===== src/pkg/adaptive_clock_defs.svh =====
// register offsets, field positions, reset values and timing for the adaptive clock block
`ifndef ADAPTIVE_CLOCK_DEFS_SVH
`define ADAPTIVE_CLOCK_DEFS_SVH

// byte addresses on the microcontroller data bus
`define ADDR_SOF_CLOCK_CAPTURE_HIGH 16'hffe3
`define ADDR_SOF_CLOCK_CAPTURE_LOW  16'hffe4
`define ADDR_SYNTH1_FREQ_WORD_HIGH  16'hffe5
`define ADDR_SYNTH1_FREQ_WORD_MID   16'hffe6
`define ADDR_SYNTH1_FREQ_WORD_LOW   16'hffe7

// field positions inside the frequency word and the captured count
`define FREQ_HIGH_MSB 23
`define FREQ_HIGH_LSB 16
`define FREQ_MID_MSB  15
`define FREQ_MID_LSB  8
`define FREQ_LOW_MSB  7
`define FREQ_LOW_LSB  0
`define COUNT_HIGH_MSB 15
`define COUNT_HIGH_LSB 8
`define COUNT_LOW_MSB  7
`define COUNT_LOW_LSB  0

// reset values
`define FREQ_WORD_RESET  24'h000000
`define COUNT_RESET      16'h0000
`define BYTE_RESET       8'h00

// timing: read data appear this many clock edges after the read strobe
`define READ_LATENCY_CYCLES 1

`endif


===== src/pkg/adaptive_clock_pkg.sv =====
// types shared by the adaptive clock block
`default_nettype none
package adaptive_clock_pkg;

  typedef logic [23:0] freq_word_t;
  typedef logic [15:0] frame_count_t;
  typedef logic [7:0]  reg_byte_t;

  // source of a master clock path
  typedef enum logic [1:0] {
    src_first_synth  = 2'b01,
    src_second_synth = 2'b10
  } clk_src_t;

endpackage
`default_nettype wire


===== src/logic/synth_phase_accum.sv =====
// phase accumulator that turns a frequency word into a square clock level
`timescale 1ns/1ps
`default_nettype none
module synth_phase_accum #(
  parameter int WIDTH = 24
) (
  input  wire logic             ref_clk,    // system clock
  input  wire logic             rst_b,      // async reset, active low
  input  wire logic [WIDTH-1:0] freq_word,  // phase step per clock
  output logic                  clk_level   // synthesized clock level
);

  logic [WIDTH-1:0] phase;
  logic [WIDTH-1:0] next_phase;

  // step wraps naturally, so output frequency is ref * word / 2**WIDTH
  assign next_phase = phase + freq_word;

  // accumulator and registered top bit
  always_ff @(posedge ref_clk or negedge rst_b) begin
    if (!rst_b) begin
      phase     <= '0;
      clk_level <= 1'b0;
    end else begin
      phase     <= next_phase;
      clk_level <= next_phase[WIDTH-1];
    end
  end

endmodule // synth_phase_accum
`default_nettype wire


===== src/logic/adaptive_clock_sof_capture.sv =====
// first adaptive clock synthesizer word and start-of-frame master clock capture
`include "adaptive_clock_defs.svh"
`timescale 1ns/1ps
`default_nettype none
module adaptive_clock_sof_capture #(
  parameter int FREQ_WIDTH  = 24,
  parameter int COUNT_WIDTH = 16
) (
  input  wire logic        ref_clk,              // 100 MHz system clock
  input  wire logic        rst_b,                // async reset, active low
  input  wire logic [15:0] mem_addr,             // microcontroller data address
  input  wire logic        mem_wr,               // write strobe, one cycle
  input  wire logic        mem_rd,               // read strobe, one cycle
  input  wire logic [7:0]  mem_wdata,            // write data
  output logic      [7:0]  mem_rdata,            // read data, registered
  output logic             mem_rvalid,           // read answer pulse
  input  wire logic        sof_pulse,            // usb start of frame, one cycle
  input  wire logic        second_master_clk_out,// level from the second synthesizer
  input  wire logic        master_out_sel,       // 0 first synth, 1 second synth
  input  wire logic        count_clk_sel,        // 0 primary output, 1 second output
  output logic             codec_master_clk_out, // master clock to the codec
  output logic      [23:0] synth_freq_word       // current word to the first synth
);

  ////////////////////////////////////////////////////////////////////////////
  // register storage

  adaptive_clock_pkg::freq_word_t   freq_word;
  adaptive_clock_pkg::frame_count_t free_count;
  adaptive_clock_pkg::frame_count_t frame_clock_count;
  adaptive_clock_pkg::reg_byte_t    next_rdata;
  adaptive_clock_pkg::clk_src_t     out_src;
  adaptive_clock_pkg::clk_src_t     cnt_src;

  logic first_synth_level;
  logic cnt_clk_level;
  logic cnt_clk_prev;
  logic cnt_clk_rise;

  ////////////////////////////////////////////////////////////////////////////
  // address decode

  wire hit_cap_high  = (mem_addr == `ADDR_SOF_CLOCK_CAPTURE_HIGH);
  wire hit_cap_low   = (mem_addr == `ADDR_SOF_CLOCK_CAPTURE_LOW);
  wire hit_freq_high = (mem_addr == `ADDR_SYNTH1_FREQ_WORD_HIGH);
  wire hit_freq_mid  = (mem_addr == `ADDR_SYNTH1_FREQ_WORD_MID);
  wire hit_freq_low  = (mem_addr == `ADDR_SYNTH1_FREQ_WORD_LOW);
  wire hit_any       = hit_cap_high | hit_cap_low | hit_freq_high
                     | hit_freq_mid | hit_freq_low;

  // write enables; capture addresses take no write
  wire wr_freq_high = mem_wr & hit_freq_high;
  wire wr_freq_mid  = mem_wr & hit_freq_mid;
  wire wr_freq_low  = mem_wr & hit_freq_low;

  ////////////////////////////////////////////////////////////////////////////
  // read data selection, unmapped addresses read zero

  assign next_rdata =
      hit_freq_high ? freq_word[`FREQ_HIGH_MSB:`FREQ_HIGH_LSB] :
      hit_freq_mid  ? freq_word[`FREQ_MID_MSB:`FREQ_MID_LSB] :
      hit_freq_low  ? freq_word[`FREQ_LOW_MSB:`FREQ_LOW_LSB] :
      hit_cap_high  ? frame_clock_count[`COUNT_HIGH_MSB:`COUNT_HIGH_LSB] :
      hit_cap_low   ? frame_clock_count[`COUNT_LOW_MSB:`COUNT_LOW_LSB] :
      `BYTE_RESET;

  // registered read answer
  always_ff @(posedge ref_clk or negedge rst_b) begin
    if (!rst_b) begin
      mem_rdata  <= `BYTE_RESET;
      mem_rvalid <= 1'b0;
    end else begin
      mem_rdata  <= mem_rd ? next_rdata : `BYTE_RESET;
      mem_rvalid <= mem_rd & hit_any;
    end
  end

  ////////////////////////////////////////////////////////////////////////////
  // frequency word bytes

  always_ff @(posedge ref_clk or negedge rst_b) begin
    if (!rst_b) begin
      freq_word <= `FREQ_WORD_RESET;
    end else begin
      if (wr_freq_high) begin
        freq_word[`FREQ_HIGH_MSB:`FREQ_HIGH_LSB] <= mem_wdata;
      end
      if (wr_freq_mid) begin
        freq_word[`FREQ_MID_MSB:`FREQ_MID_LSB] <= mem_wdata;
      end
      if (wr_freq_low) begin
        freq_word[`FREQ_LOW_MSB:`FREQ_LOW_LSB] <= mem_wdata;
      end
    end
  end

  assign synth_freq_word = freq_word;

  ////////////////////////////////////////////////////////////////////////////
  // first synthesizer

  synth_phase_accum #(
    .WIDTH     (FREQ_WIDTH)
  ) u_first_synth (
    .ref_clk   (ref_clk),
    .rst_b     (rst_b),
    .freq_word (freq_word),
    .clk_level (first_synth_level)
  );

  ////////////////////////////////////////////////////////////////////////////
  // source selection for the codec clock and the counter clock

  assign out_src = master_out_sel ? adaptive_clock_pkg::src_second_synth
                                  : adaptive_clock_pkg::src_first_synth;
  assign cnt_src = count_clk_sel  ? adaptive_clock_pkg::src_second_synth
                                  : adaptive_clock_pkg::src_first_synth;

  // codec master clock output, registered
  always_ff @(posedge ref_clk or negedge rst_b) begin
    if (!rst_b) begin
      codec_master_clk_out <= 1'b0;
    end else begin
      case (out_src)
        adaptive_clock_pkg::src_first_synth:  codec_master_clk_out <= first_synth_level;
        adaptive_clock_pkg::src_second_synth: codec_master_clk_out <= second_master_clk_out;
        default:                              codec_master_clk_out <= 1'b0;
      endcase
    end
  end

  // counter clock picks the primary output or the second output
  assign cnt_clk_level = (cnt_src == adaptive_clock_pkg::src_second_synth)
                       ? second_master_clk_out : codec_master_clk_out;

  assign cnt_clk_rise = cnt_clk_level & ~cnt_clk_prev;

  ////////////////////////////////////////////////////////////////////////////
  // free-running counter and frame capture

  always_ff @(posedge ref_clk or negedge rst_b) begin
    if (!rst_b) begin
      cnt_clk_prev      <= 1'b0;
      free_count        <= `COUNT_RESET;
      frame_clock_count <= `COUNT_RESET;
    end else begin
      cnt_clk_prev <= cnt_clk_level;
      if (cnt_clk_rise) begin
        free_count <= free_count + 16'h0001;
      end
      if (sof_pulse) begin
        frame_clock_count <= free_count;
      end
    end
  end

endmodule // adaptive_clock_sof_capture
`default_nettype wire


===== config.mk =====
export PLATFORM = sky130hd
export DESIGN_NAME = adaptive_clock_sof_capture
export DESIGN_NICKNAME = d
export VERILOG_FILES = /design/src/pkg/adaptive_clock_pkg.sv /design/src/logic/synth_phase_accum.sv /design/src/logic/adaptive_clock_sof_capture.sv
export VERILOG_INCLUDE_DIRS = /design/src /design/src/pkg
export SDC_FILE = /design/constraint.sdc
export NUM_CORES = 1
export LEC_CHECK = 0
export BUFFER_PORTS_ARGS = -buffer_cell sky130_fd_sc_hd__buf_4
export CAP_MARGIN = 40
export CORE_MARGIN = 3
export CORE_UTILIZATION = 43
export CTS_BUF_LIST = sky130_fd_sc_hd__clkbuf_8
export DETAILED_ROUTE_END_ITERATION = 12
export GPL_TIMING_DRIVEN = 0
export PLACE_DENSITY = 0.68
export SETUP_SLACK_MARGIN = 0.1
export SYNTH_ARGS = -nofsm -noshare
export SYNTH_HDL_FRONTEND = slang
export SYNTH_HIERARCHICAL = 1
export SYNTH_SLANG_ARGS = --single-unit

===== constraint.sdc =====
create_clock -name ref_clk -period 2.3 [get_ports ref_clk]
set_input_delay 0.23 -clock ref_clk [delete_from_list [all_inputs] [get_ports ref_clk]]
set_output_delay 0.23 -clock ref_clk [all_outputs]
set_load 0.05 [all_outputs]

Yosys cells after proc, flatten, opt, wreduce, memory -nomap -nowiden
Cells that the tools add are included.
- add/sub/neg operators: 2
- bitwise gates (word level): 10
- muxes and demuxes: 10
- equality and inequality tests: 8
- operators with widths (cell ; number):
    16-bit equality test, second input constant ; 5
    8-bit 2-to-1 mux ; 6
    24-bit adder ; 1
    16-bit by 1-bit adder with 16-bit output, second input constant ; 1
    1-bit AND ; 5
    2-bit equality test, second input constant ; 2
    2-bit 2-to-1 mux ; 2
    1-bit bitwise OR ; 4
    2-bit by 1-bit equality test with 1-bit output, second input constant ; 1
    1-bit one-hot mux with 2 select lines ; 1
    1-bit 2-to-1 mux ; 1
    1-bit inverter ; 1
- register bits after elaboration: 92
- bits of input ports: 32
- output and inout port bits: 34
- word-level logic and storage cells: 41

Logic depth before layout (Yosys ltp)
Gate-level depths: netlist (run 1).
- depth after elaboration: 7
- depth in mapped cells: 8
- depth with buffers taken out: 8

Hierarchy
The synthesis (run 1) kept the hierarchy.
- by module, submodules not included (module ; area each (µm²) ; cells each ; instances):
    adaptive_clock_sof_capture ; 2951.6 ; 219 ; 1
    synth_phase_accum ; 1966.9 ; 221 ; 1

Worst setup path before layout (run 1)
No wires, ideal clock.
- kind: reg2reg
- start: register freq_word[0], in the netlist synth_freq_word[0]
- end: register u_first_synth.phase[22]
- data arrival time: 2246 ps
- path buffers: 0
- stages on the path, launching flop included: 9
- path slack: -76 ps
- library setup time: 130 ps
- path through: dfrtp_1 -> ha_1 -> fa_1 -> a21o_1 -> a31oi_1 -> nor3_1 -> o2111ai_1 -> a32oi_1 -> xor2_1
- word-level cells in the longest chain between the ends: 1
- RTL lines (element ; RTL line ; text):
    start: declaration ; adaptive_clock_sof_capture.sv:28 ; adaptive_clock_pkg::freq_word_t freq_word;
    start signal: assignment ; adaptive_clock_sof_capture.sv:83 ; freq_word <= `FREQ_WORD_RESET;
    start signal: indexed assignment ; adaptive_clock_sof_capture.sv:86 ; freq_word[`FREQ_HIGH_MSB:`FREQ_HIGH_LSB] <= mem_wdata;
    start signal: indexed assignment ; adaptive_clock_sof_capture.sv:89 ; freq_word[`FREQ_MID_MSB:`FREQ_MID_LSB] <= mem_wdata;
    24-bit adder ; synth_phase_accum.sv:17 ; assign next_phase = phase + freq_word;
    net u_first_synth.next_phase[22] ; synth_phase_accum.sv:14 ; logic [WIDTH-1:0] next_phase;
    end signal: assignment ; synth_phase_accum.sv:25 ; phase <= next_phase;
    end: declaration ; synth_phase_accum.sv:13 ; logic [WIDTH-1:0] phase;
The timed path passes the listed nets, and every way through them passes these cells.
A chain may end at the register's enable or synchronous reset.

Worst setup path in the final report (run 1)
- start: register freq_word[13], in the netlist synth_freq_word[13]
- end: register u_first_synth.phase[16]
The elaborated chain is that of the path after synthesis.

==> reports/results.txt, run 1 <==
Root Driver -> clkbuf_8
Starting DRT DRC Count -> 277
Int Pwr -> 2460 µW
RSZ-0062 raised after global routing -> yes
Post-Synthesis Cell Area -> 4920 µm²
drt drc -> 0
ant diodes -> 0
HPWL after DPL -> 8900 µm
Rel. slew slack -> 56.7%
Worst-Margin Slew -> 0.631 ns
reg-to-reg endpoint -> u_first_synth/phase[16]$_DFF_PN0_
Reg2Reg Depth -> 7
DRT Wirelength -> 11900 µm
syn nets -> 497
ys flop type -> dfrtp_1
post-synth top area cell -> dfrtp_1
Layout area overhead -> 23.2%
final-report max-slew violation count -> 0
fin crit share -> 94.1%
Num CTS Buffers -> 9
share of the synthesized area in the top cell type -> 46.3%
Reg2Reg Launch Point -> synth_freq_word[13]$_DFFE_PN0P_
num ports -> 66
data required time of the worst path -> 2.60 ns
top cells by area, synth -> dfrtp_1 (46%), mux2_2 (9.6%), ha_1 (6.1%), xnor2_1 (4.5%), a21oi_1 (2.8%)
Synth Warn # -> 6
CP max stage cell -> dfrtp_1
first-pass GRT wire length -> 19000 µm
clock-pin slew on the worst setup and hold paths -> 0.10 ns
via count -> 3785
Pwr Density -> 557 nW/µm²
synth cell count leaders -> dfrtp_1 (91), mux2_2 (42), a21oi_1 (28), nand2_1 (28), nor2_1 (27)
Overflow after GRT -> 0
Final Skew -> 0.0112 ns
crit-path max FO -> 5
synth unique cells -> 67
Clk Latency, worst-skew pair -> 0.37 ns
vias in the first global route -> 3646
HP Class -> input port to register
pre-CTS setup slack -> -0.0113 ns
Total GRT Usage -> 19.0%
delay-heaviest family, CP -> compound AO/OA/AOI/OAI gates
post-synthesis sequential area ratio -> 46.3%
sw frac -> 27.0%
maximum vdd drop -> 288 µV
final setup fails -> 0
core area -> 11000 µm²
drt via density -> 5.70
Max Cap Violations -> 0
Final #Nets -> 576
CTS tree -> done
leakage power -> 0.00292 µW
most common cell in the netlist -> dfrtp_1
Max H-tree Level -> 3
ANT nets after route -> 0
die area -> 12800 µm²
Avg Synthesized Cell Area -> 11.2 µm²
TritonCTS Sinks -> 91
WP data arrival -> 2.46 ns
combinational share of power -> 10.3%
crit-path max cell delay -> 0.45 ns
Clock Path Buffers -> 2
cell chain of the critical path -> ha_1, a21oi_1, o21ai_1, a22o_1, a211o_1, a21oi_2, xnor2_1
largest net degree at the start of global routing -> 68
Syn Inst Count -> 440
die extent in y -> 113 µm
Critical Path Sink -> u_first_synth/phase[16]$_DFF_PN0_
drt wl/cell -> 17.9 µm
Flop pwr share -> 54.1%
Clock power frac -> 35.6%
Initial Util -> 44.6%
hold_ws -> 0.102 ns
Worst Setup Slack, final -> 0.135 ns
DRT Pass-1 Iters -> 5
gpl congestion -> 0.901
Levels on crit path -> 7
Final min period -> 2.16 ns
WS Path Type -> register to register
reg2reg setup slack -> 0.14 ns
Die Wd -> 113 µm
fmax -> 462 MHz
Port-buffer cells -> 62
Critical Path Sink Type -> register
ys async rst share -> 100%
status -> finished clean
hold violation count in the final report -> 0
Switch Pwr -> 910 µW
crit path from -> synth_freq_word[13]$_DFFE_PN0P_
Synth Register Bits -> 91
CP bufs+invs -> 0
Post-synth EDFFs -> 0
antenna violations before repair -> 0
row cnt -> 38
share of layout cells above drive strength 1 -> 35.9%
CP startpoint kind -> register
[cells in the final DEF, fill, tap and decap left out, types with 4 or more instances in the layout]
master     n
a21o_1     9
a21oi_1   24
a21oi_2    5
a22oi_1    4
and2_1     4
buf_2      9
buf_4     66
clkbuf_8  10
dfrtp_1   87
dfrtp_2    4
ha_1      16
ha_4       5
inv_1     10
mux2_2    42
mux2i_1    7
mux4_2     4
nand2_1   28
nand3_1   14
nand4_1    9
nor2_1    25
nor3_1     4
o21ai_0   11
or3_1      4
xnor2_1   25
xor2_1     7
[logic make-up (layout without fill, tap and decap cells)]
kind of cell,after synthesis,count (layout),share of synthesized area (%)
simple gates,121,121,13.5
compound gates,91,91,12.5
flops,91,91,46.3
mux,53,53,12.9
xor+xnor,32,32,5.70
buf+inv,27,111,2.62
fa+ha+maj,25,25,6.51
[worst register-to-register path, delay by kind of cell, from the launching register on]
family	cells	cell delay, ns
AOI/OAI and AO/OA	5	1.11
xor gates and xnor gates	1	0.13
adders and majority gates	1	0.41
DFF	1	0.45
[sequential cells by signal (all words and copies together), names as in the netlist]
| signal | cells |
|---|---|
| cnt_clk_prev | 1 |
| codec_master_clk_out | 1 |
| frame_clock_count | 16 |
| free_count | 16 |
| mem_rdata | 8 |
| mem_rvalid | 1 |
| synth_freq_word | 24 |
| u_first_synth/clk_level | 1 |
| u_first_synth/phase | 23 |
[metrics by stage]
| stage | instances | util (%) | power (µW) | setup TNS, ns | cell area [µm²] |
|---|---|---|---|---|---|
| 2_1_floorplan | 440 | - | 2040 | 0 | 4930 |
| 3_3_place_gp | 642 | 50.5 | 2180 | -0.164 | 5570 |
| 3_5_place_dp | 643 | 50.8 | 2210 | -0.0169 | 5600 |
| 4_1_cts | 661 | 53.3 | 3410 | 0 | 5880 |
| 5_1_grt | 664 | 54.9 | 3520 | 0 | 6060 |
| 6_report | 664 | 54.9 | 3370 | 0 | 6060 |
[worst min path at each step]
stage	from	endpoint	slack, ns	depth (start not counted)
floorplan	rst_b	cnt_clk_prev$_DFF_PN0_	-0.07	0
global placement	free_count[15]$_DFFE_PN0P_	free_count[15]$_DFFE_PN0P_	0.46	1
detailed placement	rst_b	free_count[12]$_DFFE_PN0P_	0.16	1
CTS	master_out_sel	codec_master_clk_out$_DFF_PN0_	0.09	2
global route	second_master_clk_out	codec_master_clk_out$_DFF_PN0_	0.09	2
finish	master_out_sel	codec_master_clk_out$_DFF_PN0_	0.10	2
[area by class of cell]
class,instances,area [µm²]
Fill cell,952,4970
Multi-Input combinational cell,322,2720
Sequential cell,91,2280
Timing Repair Buffer,68,533
Tap cell,140,175
Clock buffer,10,138
Buffer,17,92.6
Clock inverter,6,78.8
Inverter,10,37.5
[power groups by stage]
stage	Clock [µW]	Combinational [µW]	Sequential, µW
floorplan	0	220	1820
global placement	0	327	1860
detailed placement	0	346	1860
CTS	1230	349	1830
global route	1290	382	1840
finish	1200	346	1830
[metal layers]
metal / track usage [%] / part of all wire (%)
met5: 0 / 0
met4: 4.57 / 1.6
met3: 4.76 / 6.5
met2: 29.0 / 46
met1: 27.4 / 46
[what timing repair did]
item,4_1_cts,5_1_grt
setup buffers,1,3
hold endpoints to repair,24,0
endpoints found under the setup margin,8,13
gates cloned,0,0
resized for setup,9,35
hold buffers,1,0
pin swaps,0,7
(Power assumes the default switching activity.)
==> run 2: changes to the inputs <==
--- a/config.mk
+++ b/config.mk
@@ -12,9 +12,10 @@
 export CORE_UTILIZATION = 43
 export CTS_BUF_LIST = sky130_fd_sc_hd__clkbuf_8
 export DETAILED_ROUTE_END_ITERATION = 12
-export GPL_TIMING_DRIVEN = 0
+export GPL_TIMING_DRIVEN = 1
 export PLACE_DENSITY = 0.68
 export SETUP_SLACK_MARGIN = 0.1
+export SKIP_CTS_REPAIR_TIMING = 1
 export SYNTH_ARGS = -nofsm -noshare
 export SYNTH_HDL_FRONTEND = slang
 export SYNTH_HIERARCHICAL = 1
==> run 2 against run 1 <==
  * Clock skew fell by 0.0019 ns
  * Worst setup slack improved by 0.029 ns
  * Clock power fell by 5%
  * Register-to-register slack improved by 0.03 ns
  * Sequential power barely moved
  * Sequential share of layout area rose by 0.12 points
  * Cell count rose by 0.15%
  * Sequential cell count did not move
  * Die area did not move
  * Largest power group unchanged
==> reports/results.txt, run 2 (synthesis gave the netlist of run 1 again) <==
num ports -> 66 (unchanged)
Root Driver -> clkbuf_8 (unchanged)
Starting DRT DRC Count -> 220 (was 277)
die extent in y -> 113 µm (unchanged)
Rel. slew slack -> 54.2% (was 56.7%)
Initial Util -> 44.6% (unchanged)
drt via density -> 5.72 (was 5.70)
Worst Setup Slack, final -> 0.164 ns (was 0.135 ns)
ant diodes -> 0 (unchanged)
share of layout cells above drive strength 1 -> 35.4% (was 35.9%)
pre-CTS setup slack -> -0.0131 ns (was -0.0113 ns)
WS Path Type -> register to register (unchanged)
Layout area overhead -> 22.7% (was 23.2%)
die area -> 12800 µm² (unchanged)
Total GRT Usage -> 19.8% (was 19.0%)
ANT nets after route -> 0 (unchanged)
most common cell after layout, fill and taps aside -> dfrtp_1 (unchanged)
hold violation count in the final report -> 0 (unchanged)
Worst-Margin Slew -> 0.668 ns (was 0.631 ns)
Final min period -> 2.14 ns (was 2.16 ns)
Final #Nets -> 578 (was 576)
drt wl/cell -> 18.9 µm (was 17.9 µm)
fmax -> 468 MHz (was 462 MHz)
data required time of the worst path -> 2.54 ns (was 2.60 ns)
gpl congestion -> 0.924 (was 0.901)
HP Class -> input port to register (unchanged)
antenna violations before repair -> 0 (unchanged)
HPWL after DPL -> 9380 µm (was 8900 µm)
CP bufs+invs -> 0 (unchanged)
commonest cells after routing, fill and taps aside -> dfrtp_1 (88), buf_4 (85), mux2_2 (42) (was dfrtp_1 (87), buf_4 (66), mux2_2 (42))
vias in the first global route -> 3710 (was 3646)
TritonCTS Sinks -> 91 (unchanged)
row cnt -> 38 (unchanged)
CP max stage cell -> dfrtp_2 (was dfrtp_1)
via count -> 3801 (was 3785)
multi-input logic area -> 2680 µm² (was 2720 µm²)
crit-path max cell delay -> 0.44 ns (was 0.45 ns)
DRT Pass-1 Iters -> 7 (was 5)
status -> finished clean (unchanged)
core area -> 11000 µm² (unchanged)
WP data arrival -> 2.38 ns (was 2.46 ns)
maximum vdd drop -> 259 µV (was 288 µV)
cell chain of the critical path -> ha_4, fa_2, a21o_1, a31oi_4, nor3_2, o2111ai_2, a32oi_1, xor2_1 (was ha_1, a21oi_1, o21ai_1, a22o_1, a211o_1, a21oi_2, xnor2_1)
Critical Path Sink Type -> register (unchanged)
drt drc -> 0 (unchanged)
DRT Wirelength -> 12500 µm (was 11900 µm)
Overflow after GRT -> 0 (unchanged)
final setup fails -> 0 (unchanged)
CTS tree -> done (unchanged)
Final Skew -> 0.00933 ns (was 0.0112 ns)
leakage power -> 0.00293 µW (was 0.00292 µW)
RSZ-0062 raised after global routing -> yes (unchanged)
Storage cell area -> 2280 µm² (about the same)
crit-path max FO -> 3 (was 5)
Max Cap Violations -> 0 (unchanged)
fin crit share -> 92.9% (was 94.1%)
delay-heaviest family, CP -> compound AO/OA/AOI/OAI gates (unchanged)
filler cell count -> 973 (was 952)
max reg flops -> 24 (unchanged)
Clk Latency, worst-skew pair -> 0.36 ns (was 0.37 ns)
Port-buffer cells -> 65 (was 62)
Clock Path Buffers -> 2 (unchanged)
Pwr Density -> 548 nW/µm² (was 557 nW/µm²)
Max H-tree Level -> 3 (unchanged)
Num CTS Buffers -> 9 (unchanged)
final-report max-slew violation count -> 0 (unchanged)
largest net degree at the start of global routing -> 51 (was 68)
Die Wd -> 113 µm (unchanged)
CP startpoint kind -> register (unchanged)
clock-pin slew on the worst setup and hold paths -> 0.10 ns (about the same)
first-pass GRT wire length -> 19800 µm (was 19000 µm)
total power -> 3310 µW (was 3370 µW)
run 2: cell type report:
type	count	area share [%]
Clock buffer	10	2.28
Clock inverter	5	0.995
Inverter	10	0.622
Multi-Input combinational cell	322	44.4
Sequential cell	91	37.8
Tap cell	140	2.90
Timing Repair Buffer	87	11.1
run 2: routing by layer:
metal / up-vias / share of wire [%] / global-route usage (%)
li1: 1767 / - / -
met4: 0 / 2.0 / 6.33
met5: - / 0 / 0
met2: 110 / 46 / 31.0
met3: 19 / 5.4 / 3.37
met1: 1905 / 47 / 28.2
run 2: metrics by stage:
step,setup TNS [ns],hold slack [ns],std cells,cell area [µm²],util (%)
finish,0,0.109,665,6040,54.7
global route,0,0.103,665,6040,54.7
CTS,-0.0845,-0.143,662,5860,53.1
detailed placement,-0.0131,0.262,647,5660,51.3
global placement,0,0.257,647,5660,51.3
floorplan,0,-0.0656,440,4930,-
run 2: path summary, 6_finish.rpt:
path	startpoint	endpoint	slack, ns	cells past startpoint
worst max-delay path	synth_freq_word[0]$_DFFE_PN0P_	u_first_synth/phase[22]$_DFF_PN0_	0.16	8
min in group asynchronous	rst_b	free_count[13]$_DFFE_PN0P_	0.39	2
worst max register to register	synth_freq_word[0]$_DFFE_PN0P_	u_first_synth/phase[22]$_DFF_PN0_	0.16	8
worst min register to register	free_count[15]$_DFFE_PN0P_	free_count[15]$_DFFE_PN0P_	0.48	1
worst min-delay path	second_master_clk_out	codec_master_clk_out$_DFF_PN0_	0.11	2
max in group asynchronous	rst_b	u_first_synth/phase[16]$_DFF_PN0_	1.25	3
run 2: where the power goes:
group / leakage, µW / internal (µW) / switching [µW]
Combinational: 0.00160 / 185 / 162
Sequential: 0.00123 / 1720 / 107
Clock: 0.000104 / 535 / 604
Total: 0.00293 / 2440 / 872
run 2: worst reg2reg max path, stage by stage, from the launching register on:
cell	delay, ns
dfrtp_2	0.44
ha_4	0.17
fa_2	0.35
a21o_1	0.21
a31oi_4	0.16
nor3_2	0.09
o2111ai_2	0.29
a32oi_1	0.16
xor2_1	0.16
